--- config.mk ---
export PLATFORM = sky130hd
export DESIGN_NAME = sbo_arbiter
export DESIGN_NICKNAME = d
export VERILOG_FILES = /design/src/common/sbo_pkg.sv /design/src/hdl/sbo_arbiter.sv /design/src/hdl/sbo_prio_pick.sv
export SDC_FILE = /design/constraint.sdc
export NUM_CORES = 1
export LEC_CHECK = 0
export BUFFER_PORTS_ARGS = -buffer_cell sky130_fd_sc_hd__buf_4
export CAP_MARGIN = 5
export CORE_MARGIN = 3
export CORE_UTILIZATION = 40
export CTS_CLUSTER_SIZE = 10
export DETAILED_ROUTE_END_ITERATION = 12
export PLACE_DENSITY = 0.71
export SKIP_LAST_GASP = 1
export SYNTH_ARGS = -nofsm -noshare
export SYNTH_HDL_FRONTEND = slang
export SYNTH_SLANG_ARGS = --single-unit
--- constraint.sdc ---
create_clock -name clk_sys -period 2.3 [get_ports clk_sys]
set_input_delay 0.115 -clock clk_sys [delete_from_list [all_inputs] [get_ports clk_sys]]
set_output_delay 0.115 -clock clk_sys [all_outputs]
set_load 0.05 [all_outputs]
--- src/common/sbo_pkg.sv ---
package sbo_pkg;

  // Request lines as seen by the arbiter, all active low
  typedef struct packed {
    logic hi_shared_n;
    logic hi_et_n;
    logic lo_shared_n;
    logic lo_et_n;
  } sbo_req_s;

  // Grant lines driven by the arbiter, all active low
  typedef struct packed {
    logic hi_shared_n;
    logic hi_et_n;
    logic lo_shared_n;
    logic lo_et_n;
  } sbo_grant_s;

  // Bus owner; codes rise with priority so a plain compare ranks them
  typedef enum logic [2:0] {
    SBO_OWN_CORE      = 3'b000,
    SBO_OWN_LO_ET     = 3'b001,
    SBO_OWN_LO_SHARED = 3'b010,
    SBO_OWN_HI_ET     = 3'b011,
    SBO_OWN_HI_SHARED = 3'b100
  } sbo_owner_e;

  // Arbiter phase
  typedef enum logic [1:0] {
    SBO_ST_CORE    = 2'b00,
    SBO_ST_GRANTED = 2'b01,
    SBO_ST_DRIVEN  = 2'b10
  } sbo_state_e;

  // Reset values
  localparam sbo_req_s   SBO_REQ_IDLE   = 4'hF;
  localparam sbo_grant_s SBO_GRANT_IDLE = 4'hF;
  localparam logic       SBO_LINE_IDLE  = 1'b1;

endpackage

--- src/hdl/sbo_arbiter.sv ---
`timescale 1ns/1ps

// Operation
// Raise release request when a higher ranked request appears under external ownership.
// Raise release request when the core needs the bus under an ET grant.
// A master seeing release request drops its ownership line and request.
// A surrendering master may keep requesting to be arbitrated again.
// A granted master raises ownership before driving, stops when done.
// Drop the grant after sampling ownership line released; core owns again.
// A master holds ownership line for as long as it drives the bus.
// Using the master's output enable as ownership line is recommended.
// A master dropping its low ET request also drops ownership line.
// Assert low ET grant the cycle after its request is sampled low.
// Hold off any grant while the core runs its own bus cycle.
// Drop low ET grant when ownership line or request is sampled high.
// First grant cycle is dead; master drives only from the next cycle.
// Cycle where master releases ownership line is dead for both sides.
// In a daisy chain the shared request is the OR of member requests.
// A request still held after core regains bus is granted next cycle.
// Drop grant and release request together; pending core cycle starts.
// After a release the bus goes to the core or higher external requester.
// A master may take cycles finishing its transfer after release request.
// Masters may watch each other's ownership line to adjust requests.
// Rank hi shared, hi ET, lo shared, lo ET; steal only on ET.
// Never raise a cycle steal release request under shared transfer grant.
// All handshake lines are active low and registered on the rising edge; core_bus_req and core_bus_busy are active high and used unregistered.
module sbo_arbiter (
  input  wire logic                clk_sys,
  input  wire logic                rst,
  input  sbo_pkg::sbo_req_s        req_n,
  input  wire logic                owner_drives_n,
  input  wire logic                core_bus_req,
  input  wire logic                core_bus_busy,
  output sbo_pkg::sbo_grant_s      grant_n,
  output logic                     release_request_n,
  output logic                     core_bus_owned,
  output sbo_pkg::sbo_owner_e      owner
);

  // Sampled handshake inputs
  sbo_pkg::sbo_req_s   req_reg;
  sbo_pkg::sbo_req_s   req_next;
  logic                drives_reg;
  logic                drives_next;

  // Arbiter state
  sbo_pkg::sbo_state_e state_reg;
  sbo_pkg::sbo_state_e state_next;
  sbo_pkg::sbo_owner_e owner_reg;
  sbo_pkg::sbo_owner_e owner_next;
  sbo_pkg::sbo_grant_s grant_reg;
  sbo_pkg::sbo_grant_s grant_next;
  logic                release_reg;
  logic                release_next;

  // Priority pick over the sampled requests
  sbo_pkg::sbo_owner_e pick;
  logic                pick_any;
  logic                owner_req_n;
  logic                owner_is_et;
  logic                drop;
  logic                steal;

  sbo_prio_pick u_pick (
    .req_n    (req_reg),
    .pick     (pick),
    .pick_any (pick_any)
  );

  // Input sampling; request and ownership lines are registered, core_bus_req and core_bus_busy are used unregistered
  always_comb begin
    req_next    = req_n;
    drives_next = owner_drives_n;
  end

  always_ff @(posedge clk_sys) begin
    if (rst) begin
      req_reg    <= sbo_pkg::SBO_REQ_IDLE;
      drives_reg <= sbo_pkg::SBO_LINE_IDLE;
    end else begin
      req_reg    <= req_next;
      drives_reg <= drives_next;
    end
  end

  // Grant line pattern for one owner
  function automatic sbo_pkg::sbo_grant_s grant_of(input sbo_pkg::sbo_owner_e who);
    sbo_pkg::sbo_grant_s g;
    g = sbo_pkg::SBO_GRANT_IDLE;
    unique case (who)
      sbo_pkg::SBO_OWN_LO_ET:     g.lo_et_n     = 1'b0;
      sbo_pkg::SBO_OWN_LO_SHARED: g.lo_shared_n = 1'b0;
      sbo_pkg::SBO_OWN_HI_ET:     g.hi_et_n     = 1'b0;
      sbo_pkg::SBO_OWN_HI_SHARED: g.hi_shared_n = 1'b0;
      default:                    g = sbo_pkg::SBO_GRANT_IDLE;
    endcase
    return g;
  endfunction

  // Current owner's own request line and transfer kind
  always_comb begin
    owner_req_n = 1'b1;
    owner_is_et = 1'b0;
    unique case (owner_reg)
      sbo_pkg::SBO_OWN_LO_ET: begin
        owner_req_n = req_reg.lo_et_n;
        owner_is_et = 1'b1;
      end
      sbo_pkg::SBO_OWN_LO_SHARED: begin
        owner_req_n = req_reg.lo_shared_n;
      end
      sbo_pkg::SBO_OWN_HI_ET: begin
        owner_req_n = req_reg.hi_et_n;
        owner_is_et = 1'b1;
      end
      sbo_pkg::SBO_OWN_HI_SHARED: begin
        owner_req_n = req_reg.hi_shared_n;
      end
      default: begin
        owner_req_n = 1'b1;
        owner_is_et = 1'b0;
      end
    endcase
  end

  // Core steal only ever targets an ET owner; shared owners keep the bus
  assign steal = core_bus_req && owner_is_et;

  // Release of an external owner. A missing ownership line in the dead
  // grant cycle is normal, so only the request line counts there.
  always_comb begin
    unique case (state_reg)
      sbo_pkg::SBO_ST_GRANTED: drop = owner_req_n;
      sbo_pkg::SBO_ST_DRIVEN:  drop = owner_req_n || drives_reg;
      default:                 drop = 1'b0;
    endcase
  end

  // Ownership state machine
  always_comb begin
    state_next   = state_reg;
    owner_next   = owner_reg;
    release_next = release_reg;
    unique case (state_reg)
      sbo_pkg::SBO_ST_CORE: begin
        // Core first when it waits on the bus; busy core defers grants
        if (pick_any && !core_bus_busy && !core_bus_req) begin
          state_next = sbo_pkg::SBO_ST_GRANTED;
          owner_next = pick;
        end
      end
      sbo_pkg::SBO_ST_GRANTED,
      sbo_pkg::SBO_ST_DRIVEN: begin
        if (drop) begin
          // Grant and release request lines rise together, core owns next cycle
          state_next   = sbo_pkg::SBO_ST_CORE;
          owner_next   = sbo_pkg::SBO_OWN_CORE;
          release_next = 1'b0;
        end else begin
          if (!drives_reg) begin
            state_next = sbo_pkg::SBO_ST_DRIVEN;
          end
          if ((pick > owner_reg) || steal) begin
            release_next = 1'b1;
          end
        end
      end
      default: begin
        state_next   = sbo_pkg::SBO_ST_CORE;
        owner_next   = sbo_pkg::SBO_OWN_CORE;
        release_next = 1'b0;
      end
    endcase
    grant_next = grant_of(owner_next);
  end

  always_ff @(posedge clk_sys) begin
    if (rst) begin
      state_reg   <= sbo_pkg::SBO_ST_CORE;
      owner_reg   <= sbo_pkg::SBO_OWN_CORE;
      grant_reg   <= sbo_pkg::SBO_GRANT_IDLE;
      release_reg <= 1'b0;
    end else begin
      state_reg   <= state_next;
      owner_reg   <= owner_next;
      grant_reg   <= grant_next;
      release_reg <= release_next;
    end
  end

  // Outputs straight from flip-flops except core_bus_owned, decoded from state_reg
  assign grant_n           = grant_reg;
  assign release_request_n = ~release_reg;
  assign owner             = owner_reg;
  // Core may drive only with no grant out; grant cycles stay dead
  assign core_bus_owned    = (state_reg == sbo_pkg::SBO_ST_CORE);

endmodule

--- src/hdl/sbo_prio_pick.sv ---
`timescale 1ns/1ps

// Picks the highest ranked active request
module sbo_prio_pick (
  input  sbo_pkg::sbo_req_s   req_n,
  output sbo_pkg::sbo_owner_e pick,
  output logic                pick_any
);

  // Fixed ranking: hi shared, hi ET, lo shared, lo ET
  always_comb begin
    pick_any = 1'b1;
    if (!req_n.hi_shared_n) begin
      pick = sbo_pkg::SBO_OWN_HI_SHARED;
    end else if (!req_n.hi_et_n) begin
      pick = sbo_pkg::SBO_OWN_HI_ET;
    end else if (!req_n.lo_shared_n) begin
      pick = sbo_pkg::SBO_OWN_LO_SHARED;
    end else if (!req_n.lo_et_n) begin
      pick = sbo_pkg::SBO_OWN_LO_ET;
    end else begin
      pick     = sbo_pkg::SBO_OWN_CORE;
      pick_any = 1'b0;
    end
  end

endmodule

==> results of run 1 <==
==> metrics by stage <==
step	instance area, µm²	setup WS, ns
final	1120	0.105
after global routing	1120	0.0319
after CTS	1030	0.0836
after detailed placement	1000	0.110
after global placement	1000	0.194
after floorplan	848	0.115
==> what timing repair did <==
action                                  in CTS  in global routing
endpoints found under the setup margin       0                  1
hold buffers                                 0                  4
endpoints found under the hold margin        0                  4
gates resized for setup                      0                  6
==> power groups by stage <==
| stage | clock network, mW | registers (mW) | logic, mW |
|---|---|---|---|
| floorplan | 0 | 0.323 | 0.191 |
| global placement | 0 | 0.303 | 0.278 |
| detailed placement | 0 | 0.304 | 0.280 |
| CTS | 0.157 | 0.298 | 0.282 |
| global route | 0.172 | 0.302 | 0.345 |
| finish | 0.155 | 0.299 | 0.318 |
==> worst paths after layout <==
kind | cells past startpoint | end | start | slack, ns
max | 5 | grant_n[2]$_SDFF_PP1_ | owner[0]$_SDFF_PP0_ | 0.11
max reg2reg | 5 | grant_n[2]$_SDFF_PP1_ | owner[0]$_SDFF_PP0_ | 0.11
min reg2reg | 2 | release_reg$_SDFFE_PP0P_ | release_reg$_SDFFE_PP0P_ | 0.47
min | 2 | req_reg[1]$_SDFF_PP1_ | req_n[1] | 0.008
==> cell usage in the layout, fill, tap and decap left out, types with 3 or more instances in the layout <==
cell type,instances
nand3_1,3
dfxtp_1,12
a21oi_1,5
nor2b_1,3
inv_1,11
ha_1,7
or2_2,5
dlygate4sd3_1,4
clkbuf_4,3
o21ai_0,4
nor3_1,4
buf_4,17
nand2_1,3
dfxtp_2,3
==> final cells by class <==
| type | count | area [µm²] | area share |
|---|---|---|---|
| Multi-Input combinational cell | 65 | 548 | 0.490 |
| Sequential cell | 15 | 304 | 0.272 |
| Timing Repair Buffer | 21 | 168 | 0.150 |
| Inverter | 11 | 41.3 | 0.0369 |
| Tap cell | 25 | 31.3 | 0.0280 |
| Clock buffer | 4 | 26.3 | 0.0235 |
==> logic make-up (layout without fill, tap and decap cells) <==
group	Yosys count	count (layout)	synth area share
simple gates	31	31	0.227
compound gates	25	25	0.231
flops	15	15	0.356
buf+inv	13	36	0.0578
fa+ha+maj	7	7	0.104
mux	2	2	0.0252
==> per-layer routing <==
layer  GRT usage  vias up
met5           0        -
met4      0.0917        0
met3      0.0544        4
met2       0.218       32
met1       0.200      357
li1            -      381
==> critical path: stages, from the launching register on <==
cell	delay (ns)
dfxtp_2	0.37
nor2b_1	0.19
a211oi_1	0.54
o221ai_4	0.24
o41ai_4	0.28
or4b_1	0.45
==> metrics.txt, run 1 <==
run status=complete, no violations; post-DP HPWL=1.37 mm; CTS tree=yes; Hold WS=0.00780 ns; Comb pwr share=0.412; met3 routed WL=129 µm; Syn. warnings=0; met2 WL=921 µm; critical path data required time=between 2 and 2.5 ns; chip height=52.0 µm; Placer Congestion=roughly 0.83; Final Power=772 µW; CP Data Arrival Time=2.36 ns; Worst setup SP type=flip-flop; Placed Cells=133; Mapped Cells=93; worst min-delay path class=in -> reg; Synth area leader=dfxtp_1; syn_area_per_cell=9.08 µm²; Post-synth top cells=15 x dfxtp_1, 11 x inv_1, 7 x ha_1; share of cells above drive strength 1=0.319; Slew Viols, Final=0; row cnt=15; # IOs=18; endpoints failing hold=0; uppermost layer routed=met4; crit path kind=reg -> reg; antenna violations before repair=0; Routed WL per cell=~14 µm; Clk network pwr share=0.200; synthesized area=845 µm²; number of synthesized flops with an enable pin=0; Nets=133; routed via count=774; gr usage total=0.155; fillers=161; Residual DRC=0; Rel. slew slack=0.617; Antenna Nets Post-Route=0; Die Wd=52.0 µm; max-cap violation count=0; setup violators final=0; Syn Nets=109; CTS sink count=15; Sequential Power Share=0.387; Initial Util=0.455; most common cell in the synthesized netlist=dfxtp_1; Num CTS Buffers=3; power per cell area=690 nW/µm²; FMAX=0.456 GHz; clk slew on worst S/H paths=0.09 ns; main area contributors after synthesis=dfxtp_1 36%, ha_1 10%, inv_1 4.9%; Max Buffers Root-to-Sink=2; Antenna diodes=0; First-pass DRT Iterations=4; top_reg_cell synth=dfxtp_1; RSZ-0062 raised after global routing=false; peak supply drop=545 µV; CORE AREA=1860 µm²; first-pass GRT wire length=about 3.0 mm; worst skew pair latency=0.29 ns; P_leak=approximately 0.46 nW; CTS Root Cell=clkbuf_4; register area share after synthesis=0.356; iteration-0 DRC count of the detailed router=25; Area growth syn-to-layout=32.4%; Final Non-Filler Cells=approximately 140; routed wire length=1.96 mm; number of synthesized register bits=15; I/O Buffers=17; Yosys cell types=35; P_sw=just under 300 µW; vias in the first global route=693; Overflow after GRT=0; fin crit period=between 2 and 2.5 ns; worst-path maximum fanout=8; largest net degree at the start of global routing=14; met1 wire length=886 µm; drt via density=5.49; TNS Setup=0 ns; top-area cell type share of the netlist area=0.356; Worst Skew=0.00266 ns; Switching Share=0.385; total die area=2700 µm²; Critical Path Sink Type=flip-flop; postcts setup bufs=0; H-tree levels=1; post-layout util=0.602; Post-synth ARST share=0; Slew @ Worst Pin=around 0.57 ns; Tcrit/Tclk final=0.954; Pint=between 400 and 500 µW
(Power assumes the default switching activity.)
==> run 2: changes to the inputs <==
==> constraint.sdc (replaced) <==
create_clock -name clk_sys -period 2.3 [get_ports clk_sys]
set_input_delay 0.46 -clock clk_sys [delete_from_list [all_inputs] [get_ports clk_sys]]
set_output_delay 0.46 -clock clk_sys [all_outputs]
set_load 0.05 [all_outputs]
==> run 2 against run 1 <==
Sequential power is essentially flat. Highest routed layer unchanged. Count of clock-buffer cells in the layout unchanged. Wire length is 4.0% lower. Fmax rose by 0.64%. Hold slack improved by 0.34 ns. Power fell by 1.3%. Combinational power down 3%. Largest power group unchanged. First-iteration DRC count is 16% higher. Global-route usage down 0.21 points. Non-clock buffer count fell by 3. Cell count is 2.1% lower. Clock skew about the same. Critical path type unchanged.
==> metrics.txt, run 2 (synthesized netlist as in run 1, its figures left out) <==
Worst setup SP type=flip-flop; Slew @ Worst Pin=a little over 0.4 ns; TNS Setup=0 ns; Nets=130; CTS tree=yes; area occupied by multi-input gates=around 560 µm²; run status=complete, no violations; Slew Viols, Final=0; CTS Root Cell=clkbuf_4; endpoints failing hold=0; Die Wd=52.0 µm; Placed Area=approximately 1000 µm²; gr usage total=0.153; hold path start=req_n[2]; CTS Hold Bufs=0; r2r startpoint=owner[0]$_SDFF_PP0_; Overflow after GRT=0; crit path kind=reg -> reg; Rel. slew slack=0.724; # IOs=18; Antenna diodes=0; commonest non-fill, non-tap cell in the layout=buf_4; Initial Util=0.455; worst hold stages=2; routed wire length=roughly 1.9 mm; FF/Latch Area=304 µm²; Residual DRC=0; Num CTS Buffers=3; Worst Skew=around 0.0028 ns; CORE AREA=1860 µm²; R2R depth=5; clk slew on worst S/H paths=0.09 ns; fillers=167; worst r2r dst=grant_n[2]$_SDFF_PP1_; iteration-0 DRC count of the detailed router=29; largest net degree at the start of global routing=14; share of cells above drive strength 1=0.345; chip height=52.0 µm; vias in the first global route=682; Max Buffers Root-to-Sink=2; critical path data required time=2.46 ns; worst skew pair latency=0.28 ns; FMAX=0.459 GHz; antenna violations before repair=0; max-cap violation count=0; drt via density=5.30; total die area=2700 µm²; post-route cell area=1090 µm²; P_leak=0.442 nW; Placer Congestion=0.819; first-pass GRT wire length=3.08 mm; Final Power=~760 µW; worst min-delay path class=in -> reg; fin crit period=around 2.2 ns; worst-path maximum fanout=8; CTS sink count=15; I/O Buffers=17; routed via count=732; Area growth syn-to-layout=29.5%; First-pass DRT Iterations=4; H-tree levels=1; R2R Setup Slk=0.12 ns; postcts setup bufs=0; Antenna Nets Post-Route=0; Critical Path Sink Type=flip-flop; row cnt=15; CP Data Arrival Time=2.34 ns; post-DP HPWL=approximately 1.4 mm; Routed WL per cell=around 14 µm; hold endpoint=req_reg[2]$_SDFF_PP1_; Tcrit/Tclk final=0.948; setup violators final=0; most frequent cells in the layout=18 x buf_4, 12 x dfxtp_1, 11 x inv_1; power per cell area=about 700 nW/µm²; peak supply drop=432 µV
run 2: cell types whose count changed in the layout (fill, tap and decap cells not counted), sizes merged:
| cell | previous run | this run |
|---|---|---|
| dlygate4sd3 | 4 | 0 |
| buf | 17 | 18 |
run 2: cell type report:
cell class / count / share of cell area
Multi-Input combinational cell: 65 / 0.508
Sequential cell: 15 / 0.278
Timing Repair Buffer: 18 / 0.124
Inverter: 11 / 0.0378
Tap cell: 25 / 0.0286
Clock buffer: 4 / 0.0240
run 2: power by group:
group	total (mW)	leakage, nW	switching [mW]	internal, mW
Clock	0.150	0.0150	0.0824	0.0674
Sequential	0.302	0.125	0.0212	0.281
Combinational	0.310	0.303	0.184	0.125
Total	0.762	0.442	0.288	0.474
run 2: worst max-delay path, cell delays in order, from the launching register on:
cell and delay (ns):
dfxtp_2 0.39, nor2b_2 0.20, a211oi_1 0.40, o221ai_2 0.26
o41ai_4 0.36, or4b_1 0.45
run 2: worst max path at each step:
stage,start,to,slack [ns]
2_1_floorplan,owner[2]$_SDFF_PP0_,grant_n[2]$_SDFF_PP1_,0.11
3_3_place_gp,owner[0]$_SDFF_PP0_,grant_n[2]$_SDFF_PP1_,0.19
3_5_place_dp,owner[0]$_SDFF_PP0_,grant_n[2]$_SDFF_PP1_,0.13
4_1_cts,req_reg[3]$_SDFF_PP1_,grant_n[2]$_SDFF_PP1_,0.1
5_1_grt,owner[0]$_SDFF_PP0_,grant_n[2]$_SDFF_PP1_,-0.03
6_report,owner[0]$_SDFF_PP0_,grant_n[2]$_SDFF_PP1_,0.12
run 2: metal layers:
| layer | vias to the layer above | part of all wire | GRT usage |
|---|---|---|---|
| li1 | 372 | - | - |
| met1 | 333 | 0.48 | 0.216 |
| met2 | 24 | 0.46 | 0.224 |
| met3 | 3 | 0.056 | 0.0344 |
| met4 | 0 | 0.011 | 0.0524 |
| met5 | - | 0 | 0 |
run 2: metrics by stage:
step            util  instances  setup WS (ns)  hold slack, ns
6_report       0.589        138          0.119           0.352
5_1_grt        0.589        138        -0.0252           0.341
4_1_cts        0.556        138         0.0964           0.348
3_5_place_dp   0.542        134          0.126           0.472
3_3_place_gp   0.542        134          0.194           0.456
2_1_floorplan      -         93          0.115           0.487
run 2: repair_timing:
item,CTS,global route
gates resized for setup,0,8
endpoints found under the setup margin,0,1
endpoints found under the hold margin,0,0
